<file path="config.mk">
export PLATFORM = sky130hd
export DESIGN_NAME = arir_regs
export DESIGN_NICKNAME = d
export VERILOG_FILES = /design/src/arir_pkg.sv /design/src/arir_regs.sv /design/src/arir_result_fmt.sv
export SDC_FILE = /design/constraint.sdc
export NUM_CORES = 1
export LEC_CHECK = 0
export BUFFER_PORTS_ARGS = -buffer_cell sky130_fd_sc_hd__buf_4
export CAP_MARGIN = 25
export CORE_MARGIN = 3
export CORE_UTILIZATION = 45
export CTS_BUF_LIST = sky130_fd_sc_hd__clkbuf_2
export CTS_CLUSTER_DIAMETER = 120
export DETAILED_ROUTE_END_ITERATION = 10
export GPL_ROUTABILITY_DRIVEN = 0
export PLACE_DENSITY = 0.66
export SYNTH_ARGS = -nofsm -noshare
export SYNTH_HDL_FRONTEND = slang
export SYNTH_SLANG_ARGS = --single-unit
</file>
<file path="constraint.sdc">
create_clock -name CLOCK_I -period 6.45 [get_ports CLOCK_I]
set_input_delay 0 -clock CLOCK_I [delete_from_list [all_inputs] [get_ports CLOCK_I]]
set_output_delay 0 -clock CLOCK_I [all_outputs]
set_load 0.01 [all_outputs]
</file>
<file path="src/arir_pkg.sv">
/*
  Package for the conversion result and ideality adjust register bank:
  register addresses, field positions, reset values and formats.
  Assumes a 7-bit register address and 16-bit data as seen on the serial port.
*/
package arir_pkg;

  // ----------------------------------------------------------------------
  // register map
  // ----------------------------------------------------------------------
  localparam logic [6:0] ARIR_ADDR_IDEAL_0 = 7'h21;
  localparam logic [6:0] ARIR_ADDR_IDEAL_1 = 7'h22;
  localparam logic [6:0] ARIR_ADDR_RES_FIRST = 7'h23;
  localparam logic [6:0] ARIR_ADDR_RES_LAST = 7'h32;
  localparam int ARIR_NUM_CHANNELS = 16;

  // ----------------------------------------------------------------------
  // fields and reset values
  // ----------------------------------------------------------------------
  localparam int ARIR_RESULT_BITS = 12;
  localparam int ARIR_CODE_BITS = 8;
  localparam logic [7:0] ARIR_CODE_RESET = 8'h00;
  localparam logic [7:0] ARIR_CODE_MAX = 8'h7f;
  localparam logic [7:0] ARIR_CODE_MIN = 8'h80;
  localparam logic [11:0] ARIR_RESULT_RESET = 12'h000;
  // two's complement offset: flips the msb of an offset-binary sample
  localparam logic [11:0] ARIR_DIFF_FLIP = 12'h800;

  typedef enum logic [1:0] {
    ARIR_KIND_NONE,
    ARIR_KIND_IDEAL,
    ARIR_KIND_RESULT
  } arir_kind_type;

endpackage

</file>
<file path="src/arir_regs.sv">
/*
  Conversion result and ideality adjust register bank.
  Holds sixteen read-only channel results and two ideality adjust codes,
  reached through a simple register port fed by the serial interface logic.
  Assumes the serial front end and the converter sit on CLOCK_I.
*/
// Notes on behaviour
// - adjust code is signed eight bits, default zero
// - results read-only at 0x23 to 0x32
// - channel n result at 0x23 plus n
// - sixteen-bit word, value low twelve, top zero
// - single-ended channel 0 stored straight binary
// - adjust uses low byte, high ignored
// - differential channel 0 stored two's complement
`timescale 1ns/100ps
module arir_regs
  import arir_pkg::*;
(
  input  wire logic        CLOCK_I,
  input  wire logic        RESET_I,
  input  wire logic [6:0]  REG_ADDR_I,
  input  wire logic        REG_WRITE_I,
  input  wire logic [15:0] REG_WDATA_I,
  input  wire logic        REG_READ_I,
  output logic      [15:0] REG_RDATA_O,
  output logic             REG_HIT_O,
  input  wire logic        CONV_VALID_I,
  input  wire logic [3:0]  CONV_CHANNEL_I,
  input  wire logic [11:0] CONV_DATA_I,
  input  wire logic        CH0_DIFF_I,
  output logic      [7:0]  IDEALITY_CODE_0_O,
  output logic      [7:0]  IDEALITY_CODE_1_O,
  output logic      [8:0]  EFFECTIVE_IDEALITY_0_O,
  output logic      [8:0]  EFFECTIVE_IDEALITY_1_O
);

  // ----------------------------------------------------------------------
  // helpers
  // ----------------------------------------------------------------------
  function automatic arir_kind_type decode(input logic [6:0] addr);
    if (addr == ARIR_ADDR_IDEAL_0 || addr == ARIR_ADDR_IDEAL_1) begin
      decode = ARIR_KIND_IDEAL;
    end else if (addr >= ARIR_ADDR_RES_FIRST && addr <= ARIR_ADDR_RES_LAST) begin
      decode = ARIR_KIND_RESULT;
    end else begin
      decode = ARIR_KIND_NONE;
    end
  endfunction

  // signed code plus 256: code 0 sits at 0x100 and the order is kept
  function automatic logic [8:0] ideality_index(input logic [7:0] code);
    ideality_index = {~code[7], code};
  endfunction

  // ----------------------------------------------------------------------
  // state
  // ----------------------------------------------------------------------
  logic [11:0]   result_q [ARIR_NUM_CHANNELS];
  logic [11:0]   result_d [ARIR_NUM_CHANNELS];
  logic [7:0]    ideal0_q;
  logic [7:0]    ideal0_d;
  logic [7:0]    ideal1_q;
  logic [7:0]    ideal1_d;
  logic [8:0]    eff0_q;
  logic [8:0]    eff0_d;
  logic [8:0]    eff1_q;
  logic [8:0]    eff1_d;
  logic [15:0]   rdata_q;
  logic [15:0]   rdata_d;
  logic [11:0]   fmt_data;
  logic [11:0]   store_data;
  logic [3:0]    rd_index;
  arir_kind_type kind;

  assign kind = decode(REG_ADDR_I);
  assign rd_index = 4'(REG_ADDR_I - ARIR_ADDR_RES_FIRST);

  arir_result_fmt u_fmt (
    .raw_i  (CONV_DATA_I),
    .diff_i (CH0_DIFF_I),
    .fmt_o  (fmt_data)
  );

  // only channel 0 carries the pair result; others stay straight binary
  assign store_data = (CONV_CHANNEL_I == 4'h0) ? fmt_data : CONV_DATA_I;

  // ----------------------------------------------------------------------
  // result store
  // ----------------------------------------------------------------------
  always_comb begin
    for (int n = 0; n < ARIR_NUM_CHANNELS; n++) begin
      result_d[n] = result_q[n];
    end
    // host writes never reach this path
    if (CONV_VALID_I) begin
      result_d[CONV_CHANNEL_I] = store_data;
    end
  end

  always_ff @(posedge CLOCK_I or posedge RESET_I) begin
    if (RESET_I) begin
      for (int n = 0; n < ARIR_NUM_CHANNELS; n++) begin
        result_q[n] <= ARIR_RESULT_RESET;
      end
    end else begin
      for (int n = 0; n < ARIR_NUM_CHANNELS; n++) begin
        result_q[n] <= result_d[n];
      end
    end
  end

  // ----------------------------------------------------------------------
  // ideality adjust codes
  // ----------------------------------------------------------------------
  always_comb begin
    ideal0_d = ideal0_q;
    ideal1_d = ideal1_q;
    if (REG_WRITE_I && REG_ADDR_I == ARIR_ADDR_IDEAL_0) begin
      ideal0_d = REG_WDATA_I[7:0];
    end
    if (REG_WRITE_I && REG_ADDR_I == ARIR_ADDR_IDEAL_1) begin
      ideal1_d = REG_WDATA_I[7:0];
    end
  end

  always_ff @(posedge CLOCK_I or posedge RESET_I) begin
    if (RESET_I) begin
      ideal0_q <= ARIR_CODE_RESET;
      ideal1_q <= ARIR_CODE_RESET;
    end else begin
      ideal0_q <= ideal0_d;
      ideal1_q <= ideal1_d;
    end
  end

  // ----------------------------------------------------------------------
  // effective ideality index
  // ----------------------------------------------------------------------
  // built from the next code so index and code always change together
  always_comb begin
    eff0_d = ideality_index(ideal0_d);
    eff1_d = ideality_index(ideal1_d);
  end

  always_ff @(posedge CLOCK_I or posedge RESET_I) begin
    if (RESET_I) begin
      eff0_q <= {~ARIR_CODE_RESET[7], ARIR_CODE_RESET};
      eff1_q <= {~ARIR_CODE_RESET[7], ARIR_CODE_RESET};
    end else begin
      eff0_q <= eff0_d;
      eff1_q <= eff1_d;
    end
  end

  // ----------------------------------------------------------------------
  // read path
  // ----------------------------------------------------------------------
  // read data is registered; unmapped addresses read zero
  always_comb begin
    rdata_d = rdata_q;
    if (REG_READ_I) begin
      case (kind)
        ARIR_KIND_IDEAL: begin
          rdata_d = {8'h00, (REG_ADDR_I == ARIR_ADDR_IDEAL_0) ? ideal0_q : ideal1_q};
        end
        ARIR_KIND_RESULT: begin
          rdata_d = {4'h0, result_q[rd_index]};
        end
        default: begin
          rdata_d = 16'h0000;
        end
      endcase
    end
  end

  always_ff @(posedge CLOCK_I or posedge RESET_I) begin
    if (RESET_I) begin
      rdata_q <= 16'h0000;
    end else begin
      rdata_q <= rdata_d;
    end
  end

  assign REG_RDATA_O = rdata_q;
  assign REG_HIT_O = (kind != ARIR_KIND_NONE);
  assign IDEALITY_CODE_0_O = ideal0_q;
  assign IDEALITY_CODE_1_O = ideal1_q;
  assign EFFECTIVE_IDEALITY_0_O = eff0_q;
  assign EFFECTIVE_IDEALITY_1_O = eff1_q;

endmodule

</file>
<file path="src/arir_result_fmt.sv">
/*
  Result formatter: maps a raw 12-bit offset-binary sample onto the stored
  format for its channel.
  Assumes the converter delivers samples in offset binary for both modes.
*/
`timescale 1ns/100ps
module arir_result_fmt
  import arir_pkg::*;
(
  input  wire logic [11:0] raw_i,
  input  wire logic        diff_i,
  output logic      [11:0] fmt_o
);

  // ----------------------------------------------------------------------
  // format selection
  // ----------------------------------------------------------------------
  // single-ended keeps straight binary; a pair becomes two's complement
  always_comb begin
    if (diff_i) begin
      fmt_o = raw_i ^ ARIR_DIFF_FLIP;
    end else begin
      fmt_o = raw_i;
    end
  end

endmodule
</file>
==> results.cfg, run 1 <==
[outcome]
status = finished clean

[cts]
cts_tree = built
cts.sinks = 222
cts_buffers = 56
root_buffer = clkbuf_2
insertion_delay_ps = 800
htree_num_levels = 2
cts_buffer_depth = 3
clk_pin_slew_ps = 110

[synthesis]
synth-edff-count = 0
synth_area_leaders = dfrtp_1 (53%), mux2_2 (22%), mux4_2 (6.5%)
synth_async_sr_flop_share_pct = 100
yosys.area.top_type = dfrtp_1
ys_seq_area_share_pct = 53.6
synthCells = 695
synth_cell_types = 47
ys.flop_type = dfrtp_1
synth_area_per_cell_sq_um = 14.9
synth_seq_cells = 222
yosysMostFrequentCell = dfrtp_1
synth_top_cell_area_share_pct = 53.1
netlist_area_sq_um = 10400
yosys_warnings = 0
synth_common_cells = dfrtp_1 (220), mux2_2 (207), nor2_1 (36)

[floorplanning]
io_pins = 96
rows = 54
die_h_microns = 158
start_util_pct = 46.6
dieArea_sq_um = 24900
core_area_sq_um = 22200
die_width_microns = 158

[layout]
area_growth_pct = 17.4
n_fill_cell = 1793
nets = 889
utilization_pct = 54.7
ff_latch_area_sq_um = 5560
drive_gt1_share_pct = 49.8
multi_input_area_sq_um = 4420

[power]
pwr-share-comb_pct = 21.5
seq_power_share_pct = 52.9
powerDensity_nw_per_um2 = 285
cellInternalPower_w = 0.00249
p_sw_w = 0.000969
p_clk_share_pct = 25.6
peakVddDrop_mv = 0.102
switching_share_pct = 28.0
cellLeakagePower_nw = 5.54

[timing]
finalCritPeriodShare_pct = 48.7
fin_skew_ps = 16.6
fmax_mhz = 318
min_period_ps = 3140
tns_ps = 0
slew_headroom_pct = 31.5
hold_violations = 0
worst_slew_pin_slew_ps = 1030
maxSlewViolCount = 0
rsz0062_at_grt = false
setup-violations-final = 0

[run]
cap_violations = 0

[grt]
grt_pass1_vias = 7004
antenna_found_initial = 1
grt_overflow = 0
grt_max_degree = 139
track_usage_pct = 19.9
grt_pass1_wl_microns = 38000

[route]
dr.pass1.iters = 5
vias_per_cell = 5.59
vias = 6486
ant_nets = 0
drc = 0
wirelength_microns = 24300
routedWlPerCell_microns = 20.9
drtIter0Drc = 397

[worst_setup_path]
cp.arrival_ps = 3830
worstPathRequired_ps = 7140
crit_path_max_fanout = 52
crit_type = primary input to flop
critPathCaptureType = flop
cp-start-kind = primary input

[min_path]
hold_class = primary input to flop

[placed_design]
port_buffers = 83
hpwl_microns = 14600
[placed cells by master (no fill, tap or decap), types with 3 or more instances in the layout]
cell and count:
mux4_2 30, conb_1 4, nand2b_1 7, nand2_1 18, dlygate4sd3_1 56, inv_1 7
dfrtp_1 220, a221o_1 7, clkinv_1 8, mux2i_1 8, a221oi_1 7, nor4_2 3
nand3_1 4, buf_4 92, mux2_2 207, o221ai_1 4, o21ai_0 7, nor2_1 32
mux4_1 17, clkbuf_2 85, nor2_2 4, a21oi_1 12
[logic make-up (layout without fill, tap and decap cells)]
group / after synthesis / in the layout / share of synthesized area (%)
DFF: 222 / 222 / 53.6
other: 1 / 5 / 0.0362
buffers and inverters: 74 / 256 / 4.02
xor gates and xnor gates: 4 / 4 / 0.411
and+or+nand+nor: 85 / 85 / 4.24
adders and majority gates: 3 / 3 / 0.362
AOI/OAI and AO/OA: 43 / 43 / 2.96
muxes: 263 / 263 / 34.3
[through the flow]
stage	setup slack [ps]	hold WS (ps)	instance area [sq um]	total power, W	std cells
final	3310	79.9	12200	0.00346	1161
after floorplan	376	91.7	10400	0.00236	698
after CTS	3350	6.25	12100	0.00349	1157
after global routing	3140	59.5	12200	0.00368	1161
after global placement	2930	244	11100	0.00251	1004
after detailed placement	2900	246	11100	0.00257	1004
[timing repair]
item,4_1_cts,5_1_grt
resized for setup,0,0
hold buffers,56,0
hold endpoints to repair,359,0
setup buffers,0,0
[routing by layer]
layer	track usage, %	vias to the layer above	part of all wire (%)
met5	0	-	0
li1	-	2878	-
met1	25.7	3375	43
met4	6.32	0	1.5
met3	4.10	32	5.0
met2	33.7	201	51
[area by class of cell]
class / instances / area share, %
Timing Repair Buffer: 151 / 10.8
Clock buffer: 85 / 3.50
Sequential cell: 222 / 45.7
Antenna cell: 1 / 0.0206
Clock inverter: 12 / 0.391
Tap cell: 280 / 2.88
Inverter: 8 / 0.309
Multi-Input combinational cell: 402 / 36.4
[worst paths after layout]
path / slack [ps] / endpoint / cells after the start / startpoint
worst max-delay path: 3310 / REG_RDATA_O[1]$_DFFE_PP0P_ / 8 / REG_ADDR_I[0]
worst min-delay path: 80 / EFFECTIVE_IDEALITY_0_O[0]$_DFFE_PP0P_ / 5 / REG_ADDR_I[5]
worst max register to register: 4280 / REG_RDATA_O[1]$_DFFE_PP0P_ / 5 / result_q[157]$_DFFE_PP0P_
worst min register to register: 500 / result_q[166]$_DFFE_PP0P_ / 1 / result_q[166]$_DFFE_PP0P_
max in group asynchronous: 4870 / result_q[80]$_DFFE_PP0P_ / 7 / RESET_I
min in group asynchronous: 240 / result_q[170]$_DFFE_PP0P_ / 4 / RESET_I
[flip-flops by register name (all words and copies together) (netlist names)]
name	cells
EFFECTIVE_IDEALITY_0_O	9
EFFECTIVE_IDEALITY_1_O	9
result_q	192
REG_RDATA_O	12
[power by group through the flow]
stage	Sequential [W]	Combinational [W]	Clock [W]
after detailed placement	0.00186	0.000714	0
after floorplan	0.00181	0.000552	0
after global routing	0.00187	0.000812	0.000998
final	0.00183	0.000744	0.000884
after global placement	0.00183	0.000685	0
after CTS	0.00183	0.000747	0.000916
[critical path, cell delays in order]
cell           delay (ps)
buf_4                 720
inv_1                 210
ha_2                 1060
mux4_2                590
mux2_2                310
a221oi_1              280
nor2_1                 60
dlygate4sd3_1         550
Power figures use the tool's default switching activity.
==> run 2, diff against run 1 <==
- ABC_AREA: unset -> 1
- PLACE_DENSITY: 0.66 -> unset
- clock period: 6.45 -> 3.25 ns (I/O delays scaled with it)
==> results.cfg, run 2 <==
[power]
p_clk_share_pct = 28.5
seq_power_share_pct = 51.5
peakVddDrop_mv = 0.268
cellInternalPower_w = 0.00471
pwr-share-comb_pct = 20.0
cellLeakagePower_nw = 6.06
p_sw_w = 0.00224
switching_share_pct = 32.2
powerDensity_nw_per_um2 = 560

[cts]
ctsResizeCount = 0
htree_num_levels = 2
root_buffer = clkbuf_2
ctsHoldBuffers = 72
cts_setup_buffers = 0
clk_pin_slew_ps = 100
cts_buffers = 58
cts_buffer_depth = 3
cts.sinks = 222
insertion_delay_ps = 860
cts_tree = built

[timing]
fin_skew_ps = 58.3
slew_headroom_pct = 30.3
hold_violations = 0
tns_ps = 0
fmax_mhz = 328
finalCritPeriodShare_pct = 93.8
holdWs_ps = 82.5
min_period_ps = 3050
setup-violations-final = 0
rsz0062_at_grt = false
maxSlewViolCount = 0
worst_slew_pin_slew_ps = 1050

[layout]
final_cell_mix = nand2_1 (378), dfrtp_1 (220), o21ai_0 (168)
largest_reg_flops = 192
final_common_cell = nand2_1
area_growth_pct = 19.4
largest_register = result_q
nets = 1466
drive_gt1_share_pct = 16.0
n_fill_cell = 2152

[outcome]
status = finished clean

[floorplanning]
die_width_microns = 158
rows = 54
die_h_microns = 158
io_pins = 96
dieArea_sq_um = 24900
start_util_pct = 46.7
core_area_sq_um = 22200

[worst_setup_path]
crit_path_max_fanout = 8
crit_type = primary input to flop
crit_path_frequent_cell = dlygate4sd3_1
worstPathCellList = dlygate4sd3_1, buf_4, nor2_4, dlygate4sd3_1, nand2_1, nor2_1, dlygate4sd3_1, buf_4, nor2_4, nand3_2, dlygate4sd3_1, nor2_2, nand3_1, nand2_1
worst_path_max_delay_cell = dlygate4sd3_1
rrSetupSlack_ps = 1450
cpPeakStageDelay_ps = 760
cp.arrival_ps = 3760
worstPathRequired_ps = 3960
cp-start-kind = primary input
critPathCaptureType = flop

[grt]
antenna_found_initial = 1
grt_max_degree = 85
grt_pass1_vias = 8817
grt_pass1_wl_microns = 47900
track_usage_pct = 24.6
grt_overflow = 0

[synthesis]
synth_area_leaders = dfrtp_1 (53%), nand2_1 (14%), o21ai_0 (8.1%)
synth_async_sr_flop_share_pct = 100
synth_cell_types = 29
synth_common_cells = nand2_1 (378), dfrtp_1 (220), o21ai_0 (168)
synth_seq_cells = 222
synth_area_per_cell_sq_um = 8.11
yosys_warnings = 0
synth-edff-count = 0
ys.flop_type = dfrtp_1
yosysMostFrequentCell = nand2_1
ys_seq_area_share_pct = 53.5
netlist_area_sq_um = 10400
synthCells = 1281
yosys.area.top_type = dfrtp_1
synth_top_cell_area_share_pct = 53.0

[route]
drtIter0Drc = 762
vias = 9223
drc = 0
routedWlPerCell_microns = 17.5
wirelength_microns = 30600
ant_nets = 0
dr.pass1.iters = 5
vias_per_cell = 5.29

[min_path]
hold_class = primary input to flop

[placed_design]
hpwl_microns = 17000
port_buffers = 83

[run]
cap_violations = 0
==> run 2: cell count changes after synthesis, sizes merged, moves of 47 or more <==
cell   previous run  this run
nand2            19       382
o21ai             7       195
inv               8        55
mux2            207         0
mux4             48         0
nand3             5       155
nor2             36        88
==> run 2: worst paths after layout <==
path,start,to,cells past startpoint
setup / recovery,REG_ADDR_I[2],REG_RDATA_O[9]$_DFFE_PP0P_,14
hold / removal,CONV_CHANNEL_I[2],result_q[178]$_DFFE_PP0P_,5
setup reg to reg,result_q[74]$_DFFE_PP0P_,REG_RDATA_O[2]$_DFFE_PP0P_,9
hold reg to reg,result_q[157]$_DFFE_PP0P_,result_q[157]$_DFFE_PP0P_,2
max in group asynchronous,RESET_I,EFFECTIVE_IDEALITY_1_O[8]$_DFF_PP1_,5
min in group asynchronous,RESET_I,result_q[93]$_DFFE_PP0P_,4
==> run 2: per-stage QoR <==
stage               utilization (%)  cell area [sq um]  power (W)  std cells  setup WS [ps]
global placement               49.5              11000    0.00489       1558            973
CTS                            55.1              12300    0.00700       1733            329
global route                   55.8              12400    0.00744       1742            145
finish                         55.8              12400    0.00695       1742            200
floorplan                         -              10400    0.00452       1284            356
detailed placement             49.5              11000    0.00494       1558            941
==> run 2: cell type report <==
type	count	area [sq um]	area share (%)
clock inverters	10	63.8	0.514
clock buffers	93	465	3.75
multi-input cells	901	4080	32.9
repair buffers	179	1670	13.5
flip-flops and latches	222	5560	44.8
well taps	280	350	2.82
inverters	56	214	1.72
diodes	1	2.50	0.0202
==> run 2: logic make-up (layout without fill, tap and decap cells) <==
family	Yosys count	in the layout	synth area share, %
AND/OR/NAND/NOR	631	631	25.6
AO/OA/AOI/OAI	260	260	12.7
XOR/XNOR	3	3	0.397
flip-flops	222	222	53.5
other	1	5	0.0361
adder cells (fa/ha/maj)	3	3	0.361
buffers and inverters	161	338	7.35
==> run 2: worst max-delay path, delay by kind of cell <==
kind | cells | cell delay, ps
and+or+nand+nor | 8 | 790
buffers and inverters | 6 | 2970
==> run 2: power groups by stage <==
stage / Combinational [W] / Sequential, W / Clock, W
finish: 0.00139 / 0.00358 / 0.00198
global route: 0.00160 / 0.00365 / 0.00219
CTS: 0.00139 / 0.00358 / 0.00204
detailed placement: 0.00131 / 0.00363 / 0
global placement: 0.00127 / 0.00361 / 0
floorplan: 0.000933 / 0.00359 / 0
==> run 2: routing by layer <==
metal | global-route usage, % | wire (microns)
met1 | 34.8 | 14000
met5 | 0 | 0
met4 | 7.37 | 571
met3 | 4.46 | 2060
met2 | 38.9 | 14000
==> run 3, diff against run 2 <==
- CTS_BUF_LIST: sky130_fd_sc_hd__clkbuf_2 -> sky130_fd_sc_hd__clkbuf_4
==> results.cfg, run 3 (synthesis gave the netlist of run 2 again) <==
[layout]
final_common_cell = nand2_1
largest_register = result_q
largest_reg_flops = 192
nets = 1443
final_cell_mix = nand2_1 (378), dfrtp_1 (220), o21ai_0 (168)
drive_gt1_share_pct = 16.8
final_cells = 1727
area_growth_pct = 19.9

[worst_setup_path]
worstPathRequired_ps = 3880
crit_type = primary input to flop
cp.arrival_ps = 3590
critPathCaptureType = flop
crit_path_frequent_cell = dlygate4sd3_1
rrSetupSlack_ps = 1460
cpPeakStageDelay_ps = 690
worstSetupStartpoint = CONV_CHANNEL_I[1]
cp-start-kind = primary input
worst_path_max_delay_cell = nor2_4
r2r_start = result_q[3]$_DFFE_PP0P_
worstPathCellList = dlygate4sd3_1, buf_4, inv_2, nand3_2, dlygate4sd3_1, nor2_4, nand2_1, dlygate4sd3_1, o21ai_0, dlygate4sd3_1
crit_path_max_fanout = 24

[cts]
cts_setup_buffers = 0
ctsHoldBuffers = 47
root_buffer = clkbuf_4
insertion_delay_ps = 700
cts_buffer_depth = 3
htree_num_levels = 2
ctsResizeCount = 0
clk_pin_slew_ps = 70
cts.sinks = 222
cts_buffers = 60
cts_tree = built

[route]
dr.pass1.iters = 7
ant_nets = 0
drtIter0Drc = 771
drc = 0
vias = 9144
vias_per_cell = 5.29
routedWlPerCell_microns = 17.6
wirelength_microns = 30400

[grt]
grt_pass1_vias = 8760
grt_overflow = 0
grt_max_degree = 85
grt_pass1_wl_microns = 47700
track_usage_pct = 24.6
antenna_found_initial = 2

[timing]
rsz0062_at_grt = false
tns_ps = 0
worst_slew_pin_slew_ps = 1020
min_period_ps = 2960
maxSlewViolCount = 0
fmax_mhz = 338
setup-violations-final = 0
fin_skew_ps = 30.6
worst_slack_ps = 290
finalCritPeriodShare_pct = 91.1
hold_violations = 0
slew_headroom_pct = 31.8

[floorplanning]
die_h_microns = 158
die_width_microns = 158
core_area_sq_um = 22200
dieArea_sq_um = 24900
start_util_pct = 46.7
io_pins = 96
rows = 54

[placed_design]
dpl.cell_count = 1558
dpl_worst_slack_ps = 941
port_buffers = 83
hpwl_microns = 17000

[outcome]
status = finished clean

[min_path]
hold_class = primary input to async pin

[power]
powerDensity_nw_per_um2 = 611
peakVddDrop_mv = 0.330
cellLeakagePower_nw = 6.02
p_total_w = 0.00761

[run]
cap_violations = 0
-- run 3: power by group --
part	switching, W	internal (W)	leakage [nW]	total, W
Combinational	0.000798	0.000567	2.74	0.00136
Sequential	0.000278	0.00331	2.78	0.00359
Clock	0.00118	0.00148	0.499	0.00265
Total	0.00225	0.00535	6.02	0.00761
-- run 3: path summary, 6_finish.rpt --
kind                                                             to  cells after the start
worst max-delay path                       result_q[81]$_DFFE_PP0P_                     10
min in group CLOCK_I                     REG_RDATA_O[4]$_DFFE_PP0P_                      8
worst max register to register           REG_RDATA_O[3]$_DFFE_PP0P_                      9
max in group asynchronous       EFFECTIVE_IDEALITY_0_O[8]$_DFF_PP1_                      4
worst min-delay path                       result_q[17]$_DFFE_PP0P_                      3
worst min register to register            result_q[137]$_DFFE_PP0P_                      2
-- run 3: layout make-up --
class                      count  area (sq um)
clock inverter                10          67.6
inverter                      56           214
sequential                   222          5560
tap                          280           350
fill                        2143          9770
timing repair buffer         154          1420
clock buffer                 102           766
multi-input combinational    901          4080
antenna                        2          5.00
-- run 3: stage by stage --
step / util, % / hold slack, ps / cell area [sq um]
2_1_floorplan: - / 121 / 10400
3_3_place_gp: 49.5 / 210 / 11000
3_5_place_dp: 49.5 / 204 / 11000
4_1_cts: 55.3 / 9.56 / 12300
5_1_grt: 56.0 / 67.7 / 12500
6_report: 56.0 / 41.3 / 12500
-- run 3: worst max-delay path, delay by kind of cell --
kind | cells | cell delay (ps)
AO/OA/AOI/OAI | 1 | 90
buffers and inverters | 6 | 2630
AND/OR/NAND/NOR | 3 | 880
-- run 3: per-layer routing --
layer / routed length [microns] / share of wire [%] / global-route usage [%]
met5: 13 / 0.043 / 0
met4: 604 / 2.0 / 7.91
met3: 2080 / 6.9 / 4.81
met2: 14100 / 46 / 38.5
met1: 13600 / 45 / 34.7
